File: src/pbo_params.svh
`ifndef PBO_PARAMS_SVH
`define PBO_PARAMS_SVH
`define PBO_WIDTH 8
`define PBO_BIT_CAPT 0
`define PBO_BIT_TIMER1_COMPARE_A_OUTPUT 1
`define PBO_BIT_SS 2
`define PBO_BIT_MOSI 3
`define PBO_BIT_MISO 4
`define PBO_BIT_SCK 5
`define PBO_BIT_OSC_IN 6
`define PBO_BIT_OSC_OUT 7
`define PBO_RST_BYTE 8'h00
`endif

File: src/pbo_pkg.sv
package pbo_pkg;
  typedef logic [7:0] pbo_byte_t;
endpackage

File: src/pbo_port_b_override.sv
`include "pbo_params.svh"
// Notes on behaviour
// - SPI slave forces clock pin 5 to input; master leaves direction bit.
// - SPI master forces MISO pin 4 to input; slave uses direction bit.
// - SPI slave forces MOSI pin 3 to input; master uses direction bit.
// - SPI slave forces slave-select pin 2 to input.
// - Slave SPI active only while slave-select pin is low.
// - Forced-input SPI pins keep pull-up under their output bit; here the pull-up also needs the direction bit clear.
// - MISO carries master input and slave output; MOSI the reverse.
// - Pin 3 outputs OR of SPI master data and timer 2 compare.
// - Timer 2 compare reaches pin 3 only when direction is output.
// - Timer 1 compare B drives pin 2 when enabled and output, outside SPI slave mode, which forces pin 2 to input.
// - Timer 1 compare A drives pin 1 when enabled and output.
// - Compare pins also carry PWM waveforms of their timers.
// - Pin 0 feeds synchronized input to timer 1 capture.
// - Async timer 2 clock takes pin 7 as oscillator output.
// - Async timer 2 clock takes pin 6 as oscillator input.
// - Timer oscillator pins only with internal RC and async timer.
// - Pin 6 is clock pin for every non internal RC source.
// - Pin 7 clock use reads direction, output and input as zero.
// - Pin 6 clock use reads direction, output and input as zero.
// - Global pull-up disable switches every pull-up off.
// - Value override replaces output bit while driver is on.
module pbo_port_b_override (
  input wire logic CLK_I,
  input wire logic RST_I,
  input wire logic CE_I,
  input wire logic [7:0] DIR_BITS_I,
  input wire logic [7:0] OUT_BITS_I,
  input wire logic [7:0] PAD_IN_I,
  input wire logic GLOBAL_PULLUP_DISABLE_I,
  input wire logic SPI_ENABLE_BIT_I,
  input wire logic SPI_MASTER_SELECT_I,
  input wire logic SPI_SCK_OUT_I,
  input wire logic SPI_MASTER_DATA_OUT_I,
  input wire logic SPI_SLAVE_DATA_OUT_I,
  input wire logic TIMER2_COMPARE_OUTPUT_I,
  input wire logic TIMER2_COMPARE_ENABLE_I,
  input wire logic TIMER1_COMPARE_A_OUTPUT_I,
  input wire logic TIMER1_COMPARE_A_ENABLE_I,
  input wire logic TIMER1_COMPARE_B_OUTPUT_I,
  input wire logic TIMER1_COMPARE_B_ENABLE_I,
  input wire logic ASYNC_TIMER2_CLOCK_ENABLE_I,
  input wire logic INTERNAL_RC_SELECTED_I,
  input wire logic EXTERNAL_CLOCK_SELECTED_I,
  output logic [7:0] PAD_OUT_O,
  output logic [7:0] PAD_OE_O,
  output logic [7:0] PULLUP_EN_O,
  output logic [7:0] DIR_READ_O,
  output logic [7:0] OUT_READ_O,
  output logic [7:0] PIN_READ_O,
  output logic SPI_SCK_IN_O,
  output logic SPI_MASTER_DATA_IN_O,
  output logic SPI_SLAVE_DATA_IN_O,
  output logic SPI_SLAVE_ACTIVE_O,
  output logic TIMER1_CAPTURE_INPUT_O,
  output logic OSC_PINS_TIMER_O,
  output logic OSC_PIN6_CLOCK_O,
  output logic OSC_PIN7_CLOCK_O
);

  // ***********************************************************************
  // Input synchroniser
  // ***********************************************************************
  pbo_pkg::pbo_byte_t sync1_q, sync2_q, sync3_q, pin_q;

  always_ff @(posedge CLK_I or posedge RST_I) begin
    if (RST_I) begin
      sync1_q <= `PBO_RST_BYTE;
      sync2_q <= `PBO_RST_BYTE;
      sync3_q <= `PBO_RST_BYTE;
      pin_q <= `PBO_RST_BYTE;
    end else if (CE_I) begin
      sync1_q <= PAD_IN_I;
      sync2_q <= sync1_q;
      sync3_q <= sync2_q;
      // A bit changes only once the second and third stages agree.
      pin_q <= (sync2_q & sync3_q) | (pin_q & (sync2_q | sync3_q));
    end
  end

  // ***********************************************************************
  // Override decode
  // ***********************************************************************
  wire spi_master = SPI_ENABLE_BIT_I & SPI_MASTER_SELECT_I;
  wire spi_slave = SPI_ENABLE_BIT_I & ~SPI_MASTER_SELECT_I;
  // Pin 6 is lost as I/O whenever the chip clock is not the internal RC.
  wire osc6_take = ~INTERNAL_RC_SELECTED_I | ASYNC_TIMER2_CLOCK_ENABLE_I;
  // Pin 7 stays usable with an external clock on pin 6.
  wire osc7_take = ASYNC_TIMER2_CLOCK_ENABLE_I |
                   (~INTERNAL_RC_SELECTED_I & ~EXTERNAL_CLOCK_SELECTED_I);
  wire timer_osc = INTERNAL_RC_SELECTED_I & ASYNC_TIMER2_CLOCK_ENABLE_I;

  pbo_pkg::pbo_byte_t force_in, pvo_en, pvo_val, clk_pin, oe_d, out_d, pu_d;

  // Forced-input pins.
  assign force_in = {osc7_take, osc6_take, spi_slave, spi_master, spi_slave, spi_slave,
                     1'b0, 1'b0};
  assign pvo_en = {2'b00, spi_master, spi_slave,
                   spi_master | TIMER2_COMPARE_ENABLE_I,
                   TIMER1_COMPARE_B_ENABLE_I, TIMER1_COMPARE_A_ENABLE_I, 1'b0};
  assign pvo_val = {2'b00, SPI_SCK_OUT_I, SPI_SLAVE_DATA_OUT_I,
                    SPI_MASTER_DATA_OUT_I | TIMER2_COMPARE_OUTPUT_I,
                    TIMER1_COMPARE_B_OUTPUT_I, TIMER1_COMPARE_A_OUTPUT_I, 1'b0};
  assign clk_pin = {osc7_take, osc6_take, 6'h00};

  // Compare outputs reach a pin only through its own direction bit.
  assign oe_d = DIR_BITS_I & ~force_in;
  assign out_d = (pvo_en & pvo_val) | (~pvo_en & OUT_BITS_I);
  // Forced SPI inputs keep the normal pull-up; clock pins have none.
  assign pu_d = ~DIR_BITS_I & OUT_BITS_I & ~clk_pin &
                {8{~GLOBAL_PULLUP_DISABLE_I}};

  // ***********************************************************************
  // Registered outputs
  // ***********************************************************************
  always_ff @(posedge CLK_I or posedge RST_I) begin
    if (RST_I) begin
      PAD_OUT_O <= `PBO_RST_BYTE;
      PAD_OE_O <= `PBO_RST_BYTE;
      PULLUP_EN_O <= `PBO_RST_BYTE;
      DIR_READ_O <= `PBO_RST_BYTE;
      OUT_READ_O <= `PBO_RST_BYTE;
      PIN_READ_O <= `PBO_RST_BYTE;
      SPI_SCK_IN_O <= 1'b0;
      SPI_MASTER_DATA_IN_O <= 1'b0;
      SPI_SLAVE_DATA_IN_O <= 1'b0;
      SPI_SLAVE_ACTIVE_O <= 1'b0;
      TIMER1_CAPTURE_INPUT_O <= 1'b0;
      OSC_PINS_TIMER_O <= 1'b0;
      OSC_PIN6_CLOCK_O <= 1'b0;
      OSC_PIN7_CLOCK_O <= 1'b0;
    end else if (CE_I) begin
      PAD_OUT_O <= out_d & oe_d;
      PAD_OE_O <= oe_d;
      PULLUP_EN_O <= pu_d;
      DIR_READ_O <= DIR_BITS_I & ~clk_pin;
      OUT_READ_O <= OUT_BITS_I & ~clk_pin;
      PIN_READ_O <= pin_q & ~clk_pin;
      SPI_SCK_IN_O <= pin_q[`PBO_BIT_SCK];
      SPI_MASTER_DATA_IN_O <= pin_q[`PBO_BIT_MISO];
      SPI_SLAVE_DATA_IN_O <= pin_q[`PBO_BIT_MOSI];
      SPI_SLAVE_ACTIVE_O <= spi_slave & ~pin_q[`PBO_BIT_SS];
      TIMER1_CAPTURE_INPUT_O <= pin_q[`PBO_BIT_CAPT];
      OSC_PINS_TIMER_O <= timer_osc;
      OSC_PIN6_CLOCK_O <= osc6_take;
      OSC_PIN7_CLOCK_O <= osc7_take;
    end
  end
endmodule

File: config.mk
export PLATFORM = sky130hd
export DESIGN_NAME = pbo_port_b_override
export DESIGN_NICKNAME = d
export VERILOG_FILES = /design/src/pbo_pkg.sv /design/src/pbo_port_b_override.sv
export VERILOG_INCLUDE_DIRS = /design/src
export SDC_FILE = /design/constraint.sdc
export NUM_CORES = 1
export LEC_CHECK = 0
export ABC_AREA = 1
export ABC_CLOCK_PERIOD_IN_PS = 3000
export CAP_MARGIN = 20
export CORE_MARGIN = 3
export CORE_UTILIZATION = 50
export CTS_BUF_LIST = sky130_fd_sc_hd__clkbuf_8
export CTS_CLUSTER_DIAMETER = 40
export CTS_CLUSTER_SIZE = 8
export DETAILED_ROUTE_END_ITERATION = 8
export DONT_BUFFER_PORTS = 1
export RECOVER_POWER = 25
export SLEW_MARGIN = 15
export SYNTH_ARGS = -nofsm -noshare
export SYNTH_HDL_FRONTEND = slang
export SYNTH_SLANG_ARGS = --single-unit
File: constraint.sdc
create_clock -name CLK_I -period 3 [get_ports CLK_I]
set_input_delay 0 -clock CLK_I [delete_from_list [all_inputs] [get_ports CLK_I]]
set_output_delay 0 -clock CLK_I [all_outputs]
set_load 0.005 [all_outputs]
== Yosys cells after proc, flatten, opt, wreduce, memory -nomap -nowiden ==
Cells that the tools add are included.

* Output and inout port bits: 56
* Input bits: 42
* Register bits: 88
* Logic and storage cells: 51

* Bitwise operators: 33

{| class="wikitable"
|+ Operator list
! operator !! number
|-
| $and 8x8->8 || 11
|-
| $not 8->8 || 3
|-
| $or 8x8->8 || 2
|-
| $not 6->8 || 1
|-
| $or 6x8->8 || 1
|-
| $and 6x6->6 || 1
|-
| $and 1x1->1 || 5
|-
| $not 1->1 || 5
|-
| $or 1x1->1 || 4
|}

== Logic depth before layout (Yosys ltp) ==
Gate-level depths: netlist of the first run.

* Word-level depth: 6
* Depth in mapped cells: 5
* Mapped depth without buffers: 5

== Worst setup path before layout of the first run ==
Ideal clock, no wire load.

* Kind: reg2reg
* Start point: register sync3_q[3]
* End point: register pin_q[3]
* Stages on the path, launching flop included: 3
* Slack: 2.299 ns
* Setup time: 0.129 ns
* Arrival time: 0.572 ns
* Buffers on the path: 0
* Path through: dfrtp_1 o21ai_0 o21ai_0

* Longest elaborated chain between the ends: 3

{| class="wikitable"
|+ Ends and longest elaborated chain
! what !! RTL line !! text
|-
| start: declaration || pbo_port_b_override.sv:65 || <nowiki>pbo_pkg::pbo_byte_t sync1_q, sync2_q, sync3_q, pin_q;</nowiki>
|-
| start signal: assignment || pbo_port_b_override.sv:71 || <nowiki>sync3_q <= `PBO_RST_BYTE;</nowiki>
|-
| start signal: assignment || pbo_port_b_override.sv:76 || <nowiki>sync3_q <= sync2_q;</nowiki>
|-
| $or 8x8->8 || pbo_port_b_override.sv:78 || <nowiki>pin_q <= (sync2_q & sync3_q) | (pin_q & (sync2_q | sync3_q));</nowiki>
|-
| $and 8x8->8 || pbo_port_b_override.sv:78 ||
|-
| $or 8x8->8 (*) || pbo_port_b_override.sv:78 ||
|-
| end signal: assignment || pbo_port_b_override.sv:72 || <nowiki>pin_q <= `PBO_RST_BYTE;</nowiki>
|-
| end signal: assignment || pbo_port_b_override.sv:78 ||
|-
| end: declaration || pbo_port_b_override.sv:65 ||
|}

Mark *: on every way between the ends. The rest lies on a longest branch, timed or not.
A chain may end at the register's enable or synchronous reset.

== Final worst setup path of the first run ==
* Start point: input SPI_MASTER_DATA_OUT_I
* End point: register PAD_OUT_O[3]

* Longest elaborated chain between the ends: 4

{| class="wikitable"
|+ Ends and longest elaborated chain
! what !! RTL line !! text
|-
| start: declaration || pbo_port_b_override.sv:35 || <nowiki>input wire logic SPI_MASTER_DATA_OUT_I,</nowiki>
|-
| $or 1x1->1 || pbo_port_b_override.sv:103 || <nowiki>SPI_MASTER_DATA_OUT_I | TIMER2_COMPARE_OUTPUT_I,</nowiki>
|-
| $and 6x6->6 || pbo_port_b_override.sv:109 || <nowiki>assign out_d = (pvo_en & pvo_val) | (~pvo_en & OUT_BITS_I);</nowiki>
|-
| $or 6x8->8 || pbo_port_b_override.sv:109 ||
|-
| $and 8x8->8 || pbo_port_b_override.sv:134 || <nowiki>PAD_OUT_O <= out_d & oe_d;</nowiki>
|-
| end signal: assignment || pbo_port_b_override.sv:119 || <nowiki>PAD_OUT_O <= `PBO_RST_BYTE;</nowiki>
|-
| end signal: assignment || pbo_port_b_override.sv:134 ||
|-
| end: declaration || pbo_port_b_override.sv:46 || <nowiki>output logic [7:0] PAD_OUT_O,</nowiki>
|}

Every way passes these cells.

==> results of run 1 <==
[power groups by stage]
stage          Clock (uW)  Combinational (uW)  Sequential, uW
2_1_floorplan           0                 183            1280
3_3_place_gp            0                 172            1310
3_5_place_dp            0                 179            1310
4_1_cts               866                 258            1290
5_1_grt               910                 306            1310
6_report              840                 262            1290
[stage by stage]
stage	area, um2	std cells	total power (uW)	setup slack, ns
2_1_floorplan	3200	356	1460	0.948
3_3_place_gp	3170	411	1480	1.73
3_5_place_dp	3170	411	1490	1.71
4_1_cts	4000	487	2420	0.844
6_report	4020	488	2390	0.796
5_1_grt	4020	488	2520	0.747
[cell usage in the layout (no fill, tap or decap), types with 2 or more instances in the layout]
cell type and instances:
dfrtp_1 80, o21ai_1 5, bufinv_16 2, clkbuf_8 10, inv_2 2, buf_4 2
o31ai_1 5, inv_1 20, nand2_1 147, nor2_1 26, o21ai_0 34, dlygate4sd3_1 59
nand3_1 9
[cells by family after synthesis]
logic type,count (synthesis),synth area share
buf+inv,42,0.0657
simple gates,187,0.229
flops,80,0.626
compound gates,47,0.0795
[cell type report]
type / instances / area, um2 / area share
Multi-Input combinational cell: 234 / 985 / 0.245
Sequential cell: 80 / 2000 / 0.498
Tap cell: 75 / 93.8 / 0.0233
Inverter: 20 / 76.3 / 0.0190
Clock buffer: 10 / 138 / 0.0342
Timing Repair Buffer: 63 / 653 / 0.162
Clock inverter: 6 / 76.3 / 0.0190
[registers in the layout (all words and copies together) (netlist names)]
signal / cells
OUT_READ_O: 8
PAD_OE_O: 8
PAD_OUT_O: 8
PIN_READ_O: 8
PULLUP_EN_O: 8
pin_q: 8
sync1_q: 8
sync2_q: 8
sync3_q: 8
DIR_READ_O: 4
OSC_PIN6_CLOCK_O: 1
OSC_PIN7_CLOCK_O: 1
OSC_PINS_TIMER_O: 1
SPI_SLAVE_ACTIVE_O: 1
[per-layer routing]
metal | global-route usage | part of all wire
met1 | 0.269 | 0.43
met2 | 0.312 | 0.48
met3 | 0.0586 | 0.077
met4 | 0.106 | 0.017
met5 | 0 | 0
[final timing paths]
kind                       slack [ns]  cells past startpoint                         end
max                              0.80                      8    PAD_OUT_O[3]$_DFFE_PP0P_
min                              0.18                      2   PIN_READ_O[4]$_DFFE_PP0P_
max reg2reg                      1.74                      3  PULLUP_EN_O[0]$_DFFE_PP0P_
min reg2reg                      0.49                      2      sync2_q[6]$_DFFE_PP0P_
max in group asynchronous        1.87                      4    PAD_OUT_O[4]$_DFFE_PP0P_
min in group CLK_I               0.19                      3      sync3_q[1]$_DFFE_PP0P_
[what timing repair did]
item,in CTS,in global routing
hold buffers,60,0
gates resized for setup,0,0
hold endpoints to repair,131,0
[worst max-delay path, delay by kind of cell]
kind	cells	cell delay, ns
AND/OR/NAND/NOR	4	0.25
buffers and inverters	4	2.18
==> flow_summary.toml, run 1 <==
[clocking]
cts_tree = "built"
post-cts-setup-buffers = 0
cts.sinks = 80
numCtsBuffers = 9
ctsRootBufferMaster = "clkbuf_8"
clkLatencyLatePin_ns = 0.33
h-tree-depth = 3
cts_buffer_depth = 2
clk_pin_slew_worst_paths_ns = 0.08

[pwr]
power.switching_uw = 592
max-vdd-ir-drop_uv = 468
power_density_nw_per_um2 = 594
power_frac_seq = 0.539
switching_share = 0.247
internal-power_uw = 1800
p_comb_frac = 0.109
p_clk_frac = 0.351
p_leak_uw = 0.00204

[die]
die_area_um2 = 7390
start_util = 0.527
core.rowCount = 28
io_pins = 98
die_w_um = 86.0
die_h_um = 86.0
coreArea_um2 = 6060

[sta]
grt_setup_unrepaired = "no"
hold_viol = 0
hold_slack_ns = 0.175
fin_crit_sh = 0.735
period_minus_slack_ns = 2.20
slew_viol_final = 0
tns_ns = 0
setup_viol = 0
fmax_mhz = 454
clock_skew_ns = 0.00649
slew_headroom = 0.419
worst_slew_pin_slew_ns = 0.870

[worst_setup_path]
crit_fanout = 1
critPathMostFrequentCell = "dlygate4sd3_1"
startpoint_type = "input port"
worstPathArrival_ns = 2.43
crit_path_top_delay_cell = "dlygate4sd3_1"
setup.worst_path.start = "SPI_MASTER_DATA_OUT_I"
cp_cell_sequence = "dlygate4sd3_1 > nor2_1 > dlygate4sd3_1 > nand2_1 > dlygate4sd3_1 > nand3_1 > dlygate4sd3_1 > nand2_1"
reg2reg_from = "PULLUP_EN_O[0]$_DFFE_PP0P_"
slowest_delay_ns = 0.55
crit_path_end_kind = "flop"
worstSetupPathType = "in2reg"
cp.required_ns = 3.23

[hold_path]
holdCritPathClass = "in2async"

[yosys]
ys_async_sr_fraction = 1.00
ys_warn_count = 0
yosysTopAreaCell = "dfrtp_1"
synth_edf_count = 0
syn_inst = 356
synth_fp_nets = 398
ys_ff_latch = 80
avgSynthCellArea_um2 = 8.98
syn-cell-area_um2 = 3200
yosysSeqAreaShare = 0.626
yosysMostFrequentCell = "nand2_1"
synth_cell_type_count = 22
ys.flop_type = "dfrtp_1"
synth_top_area_frac = 0.626
ys_top_cells_by_count = "nand2_1 (147), dfrtp_1 (80), o21ai_0 (34)"
synthTopCellsByArea = "dfrtp_1 (63%), nand2_1 (17%), o21ai_0 (5.3%)"

[run_status]
status = "finished, final reports clean"

[global_routing]
grt.overflow.total = 0
grt_pass1_vias = 2518
grt_pass1_wl_um = 11900
grt_max_degree = 61
antenna_found_initial = 0
grt_usage = 0.206

[route]
ant_nets = 0
drt-total-wl_um = 7130
initialDrtViolationCount = 149
first_pass_iters = 4
drcViolationCount = 0
vias = 2490
via_per_inst = 5.10
routedWlPerCell_um = 14.6

[placement]
port_buffers = 0
place_hpwl_um = 4210
gp_congestion = 0.731

[final_layout]
fin_nets = 450
antennaDiodeCount = 0
fillers = 491
area_growth_pct = 25.9
final_core_util = 0.664
post_route_cells_drive_above_1_share = 0.0605

[job]
drv_cap = 0
No activity file was read; power rests on OpenSTA's default activity.
==> run 2, diff against run 1 <==
ABC_CLOCK_PERIOD_IN_PS = 2000   (was 3000)
PLACE_DENSITY = 0.68   (was unset)
clock period = 2 ns   (was 3 ns; I/O delays follow)
==> run 2 against run 1 <==
  * Total power increased by 49%
  * Critical endpoint is now PAD_OUT_O[5]$_DFFE_PP0P_
  * Highest routed layer unchanged
  * Worst hold slack better by 0.11 ns
  * Flip-flop and latch count unchanged
  * Design area is 0.37% higher
  * Non-clock buffer count is 3 higher
  * Utilization grew 0.25 points
  * Critical path depth shrank 2
  * First-iteration DRC count is 28% higher
  * Routed wire length rose by 2.0%
  * Register-to-register slack lost 1.0 ns
  * Cell count increased by 0.61%
==> flow_summary.toml, run 2 (same netlist as run 1, synthesis figures left out) <==
[final_layout]
area_growth_pct = 26.3
antennaDiodeCount = 0
final_common_cell = "nand2_1"
layout_common_cells = "nand2_1 (147), dfrtp_1 (80), dlygate4sd3_1 (61)"
post_route_cells_drive_above_1_share = 0.0697
fin_area_um2 = 4040
fin_nets = 453

[pwr]
max-vdd-ir-drop_uv = 488
p_leak_uw = 0.00203
power_density_nw_per_um2 = 881

[placement]
place_hpwl_um = 4420
port_buffers = 0
placed_cell_area_um2 = 3200
gp_congestion = 0.723

[route]
via_per_inst = 5.17
ant_nets = 0
first_pass_iters = 4
routedWlPerCell_um = 14.8
drcViolationCount = 0
initialDrtViolationCount = 191
drt-total-wl_um = 7270
vias = 2538

[clocking]
numCtsBuffers = 9
cts.sinks = 80
cts_tree = "built"
h-tree-depth = 3
cts_buffer_depth = 2
clk_pin_slew_worst_paths_ns = 0.08
ctsRootBufferMaster = "clkbuf_8"
clkLatencyLatePin_ns = 0.35
post-cts-setup-buffers = 0

[worst_setup_path]
slowest_delay_ns = 0.62
crit_fanout = 5
startpoint_type = "input port"
worstSetupPathType = "in2reg"
crit_path_end_kind = "flop"
critPathMostFrequentCell = "dlygate4sd3_1"
worstPathArrival_ns = 2.05
reg2reg_from = "PULLUP_EN_O[0]$_DFFE_PP0P_"
reg2reg_depth = 3
cp_top_family = "buffers and inverters"
crit_path_top_delay_cell = "dlygate4sd3_1"
timing.rr.end = "PULLUP_EN_O[0]$_DFFE_PP0P_"
cp.required_ns = 2.24
critPathBufInv = 3
cp_cell_sequence = "dlygate4sd3_1 > nand2_1 > nor2_1 > dlygate4sd3_1 > o21ai_1 > dlygate4sd3_1"
r2r_slack_ns = 0.72

[sta]
worst_slew_pin_slew_ns = 1.30
slew_headroom = 0.131
slew_viol_final = 0
period_minus_slack_ns = 1.81
hold_slack_ns = 0.288
setup_viol = 0
hold_viol = 0
fmax_mhz = 552
grt_setup_unrepaired = "no"
clock_skew_ns = 0.00597
fin_crit_sh = 0.906
tns_ns = 0

[die]
start_util = 0.527
die_h_um = 86.0
die_area_um2 = 7390
coreArea_um2 = 6060
core.rowCount = 28
io_pins = 98
die_w_um = 86.0

[global_routing]
grt_max_degree = 53
antenna_found_initial = 0
grt_pass1_vias = 2617
grt_pass1_wl_um = 12400
grt.overflow.total = 0
grt_usage = 0.214

[job]
drv_cap = 0

[hold_path]
holdCritPathClass = "in2reg"
min_path_cells = 2
worst_hold_startpoint = "GLOBAL_PULLUP_DISABLE_I"
holdPathEnd = "PULLUP_EN_O[3]$_DFFE_PP0P_"

[run_status]
status = "finished, final reports clean"
[run 2: power breakdown]
part           leakage [uW]  total (uW)  internal [uW]  switching (uW)
Clock              0.000101        1220            640             579
Combinational      0.000913         401            184             217
Sequential          0.00102        1940           1790             144
[run 2: layout make-up]
cell class                 count  area [um2]
fill                         475        2020
sequential                    80        2000
multi-input combinational    234         985
timing repair buffer          66         673
clock buffer                  11         151
tap                           75        93.8
inverter                      20        78.8
clock inverter                 5        55.1
[run 2: what timing repair did]
item | 4_1_cts | 5_1_grt
hold buffers | 62 | 0
hold endpoints to repair | 99 | 0
resized for setup | 0 | 2
endpoints found under the setup margin | 0 | 1
[run 2: through the flow]
step / power, uW / util / setup slack, ns / std cells
finish: 3560 / 0.666 / 0.189 / 491
global route: 3740 / 0.666 / 0.0621 / 491
CTS: 3580 / 0.666 / 0.158 / 491
detailed placement: 2250 / 0.528 / 1.06 / 413
global placement: 2220 / 0.528 / 1.08 / 413
floorplan: 2200 / - / 1.09 / 356
[run 2: worst max-delay path by stage]
stage	start	to	slack, ns	cells after the start
after floorplan	RST_I	DIR_READ_O[2]$_DFFE_PP0P_	1.09	1
after global placement	CE_I	SPI_SLAVE_ACTIVE_O$_DFFE_PP0P_	1.08	5
after detailed placement	CE_I	SPI_SLAVE_ACTIVE_O$_DFFE_PP0P_	1.06	5
after CTS	CE_I	PULLUP_EN_O[0]$_DFFE_PP0P_	0.16	7
after global routing	SPI_ENABLE_BIT_I	PAD_OUT_O[5]$_DFFE_PP0P_	0.06	6
final	SPI_ENABLE_BIT_I	PAD_OUT_O[5]$_DFFE_PP0P_	0.19	6
[run 2: layer usage]
metal	global-route usage	wire [um]	up-vias
met2	0.345	3590	80
met1	0.269	3020	1228
li1	-	-	1218
met3	0.0663	561	12
met5	0	0	-
met4	0.0806	107	0
==> run 3, diff against run 2 <==
BUFFER_PORTS_ARGS = -buffer_cell sky130_fd_sc_hd__buf_2   (was unset)
CORE_UTILIZATION = 48   (was 50)
DONT_BUFFER_PORTS = unset   (was 1)
PLACE_DENSITY = 0.78   (was 0.68)
==> run 3 against run 2 <==
  * Sequential power decreased by 2%
  * Flip-flop and latch count unchanged
  * Non-clock buffer count increased by 78
  * Clock-buffer cell count is 1 lower
  * Combinational power is 34% higher
  * Utilization increased by 0.56 points
  * Routed wire length up 1.3%
  * Global-route usage is 1.5 points lower
  * Design area increased by 6.3%
  * Register-to-register slack is essentially flat
  * Setup slack improved by 0.020 ns
  * Largest power group unchanged
  * Critical path depth is 2 higher
==> flow_summary.toml, run 3 (same netlist as run 1, synthesis figures left out) <==
[final_layout]
layout_common_cells = "nand2_1 (147), buf_2 (96), dfrtp_1 (80)"
fin_nets = 531
fillers = 499
multi_input_area_um2 = 985
post_route_cells_drive_above_1_share = 0.244
area_growth_pct = 34.2
fin_area_um2 = 4290
antennaDiodeCount = 0
ff_latch_area_um2 = 2000
final_common_cell = "nand2_1"

[placement]
dp_slack_ns = 0.952
gp_congestion = 0.777
placed_cell_area_um2 = 3690
port_buffers = 97
place_hpwl_um = 4620

[sta]
hold_viol = 0
fin_crit_sh = 0.896
setup_ws_ns = 0.208
grt_setup_unrepaired = "no"
slew_headroom = 0.269
period_minus_slack_ns = 1.79
setup_viol = 0
tns_ns = 0
clock_skew_ns = 0.00762
fmax_mhz = 558
worst_slew_pin_slew_ns = 1.09
slew_viol_final = 0

[worst_setup_path]
timing.rr.end = "PULLUP_EN_O[4]$_DFFE_PP0P_"
crit_path_end_kind = "flop"
worstPathArrival_ns = 2.03
reg2reg_depth = 3
reg2reg_from = "PULLUP_EN_O[4]$_DFFE_PP0P_"
worstSetupPathType = "in2reg"
cp.required_ns = 2.24
r2r_slack_ns = 0.73
crit_fanout = 1
startpoint_type = "input port"

[route]
vias = 2817
first_pass_iters = 4
initialDrtViolationCount = 159
ant_nets = 0
drcViolationCount = 0
via_per_inst = 4.95
drt-total-wl_um = 7370
routedWlPerCell_um = 12.9

[die]
io_pins = 98
die_area_um2 = 7680
start_util = 0.501
coreArea_um2 = 6390
die_w_um = 87.6
core.rowCount = 29
die_h_um = 87.6

[hold_path]
worst_hold_startpoint = "SPI_ENABLE_BIT_I"
min_path_cells = 4
holdPathEnd = "PAD_OUT_O[5]$_DFFE_PP0P_"
holdCritPathClass = "in2reg"

[global_routing]
grt_max_degree = 58
antenna_found_initial = 0
grt_usage = 0.198
grt_pass1_vias = 2636
grt_pass1_wl_um = 11900
grt.overflow.total = 0

[pwr]
power_density_nw_per_um2 = 799
p_leak_uw = 0.00236
max-vdd-ir-drop_uv = 479

[clocking]
cts.sinks = 80
ctsRootBufferMaster = "clkbuf_8"
cts_tree = "built"
post-cts-setup-buffers = 0
clkLatencyLatePin_ns = 0.34
clk_pin_slew_worst_paths_ns = 0.08
cts_buffer_depth = 2
h-tree-depth = 3
numCtsBuffers = 9
ctsResizeCount = 0

[run_status]
status = "finished, final reports clean"

[job]
drv_cap = 0
run 3: repair_timing:
| action | in CTS | in global routing |
|---|---|---|
| hold endpoints to repair | 66 | 0 |
| hold buffers | 44 | 0 |
| setup endpoints to repair | 0 | 0 |
run 3: how the worst max path moves through the flow:
| stage | cells past startpoint | from | end | slack (ns) |
|---|---|---|---|---|
| floorplan | 1 | RST_I | DIR_READ_O[2]$_DFFE_PP0P_ | 1.09 |
| global placement | 6 | CE_I | PULLUP_EN_O[0]$_DFFE_PP0P_ | 0.98 |
| detailed placement | 6 | CE_I | PULLUP_EN_O[0]$_DFFE_PP0P_ | 0.95 |
| CTS | 8 | SPI_MASTER_DATA_OUT_I | PAD_OUT_O[3]$_DFFE_PP0P_ | 0.27 |
| global route | 8 | SPI_MASTER_DATA_OUT_I | PAD_OUT_O[3]$_DFFE_PP0P_ | 0.15 |
| finish | 8 | SPI_MASTER_DATA_OUT_I | PAD_OUT_O[3]$_DFFE_PP0P_ | 0.21 |
run 3: critical path, stage by stage:
cell and delay [ns]:
dlygate4sd3_1 0.53, buf_2 0.12, nor2_1 0.10, dlygate4sd3_1 0.56
nand2_1 0.06, nand3_1 0.07, dlygate4sd3_1 0.54, nand2_1 0.05
run 3: layout make-up:
class	instances	area share
clock buffer	10	0.0321
clock inverter	4	0.00525
inverter	20	0.0178
multi-input combinational	234	0.229
sequential	80	0.466
tap	77	0.0224
timing repair buffer	144	0.227
run 3: report_power, final:
part / total, uW / internal [uW] / leakage [uW] / switching (uW)
registers: 1900 / 1790 / 0.00102 / 107
logic: 538 / 258 / 0.00126 / 280
clock network: 990 / 464 / 0.0000838 / 526
total: 3430 / 2520 / 0.00236 / 913
run 3: routing by layer:
| metal | part of all wire | up-vias | track usage |
|---|---|---|---|
| met2 | 0.50 | 105 | 0.315 |
| met3 | 0.067 | 23 | 0.0480 |
| li1 | - | 1368 | - |
| met4 | 0.025 | 0 | 0.0976 |
| met5 | 0 | - | 0 |
| met1 | 0.41 | 1321 | 0.255 |
run 3: metrics by stage:
step	power (uW)	cells	utilization	hold slack, ns
2_1_floorplan	2200	356	-	0.0950
3_3_place_gp	2380	511	0.579	0.0777
3_5_place_dp	2410	511	0.579	0.0731
4_1_cts	3470	569	0.673	0.0122
5_1_grt	3640	569	0.672	0.0342
6_report	3430	569	0.672	0.0185
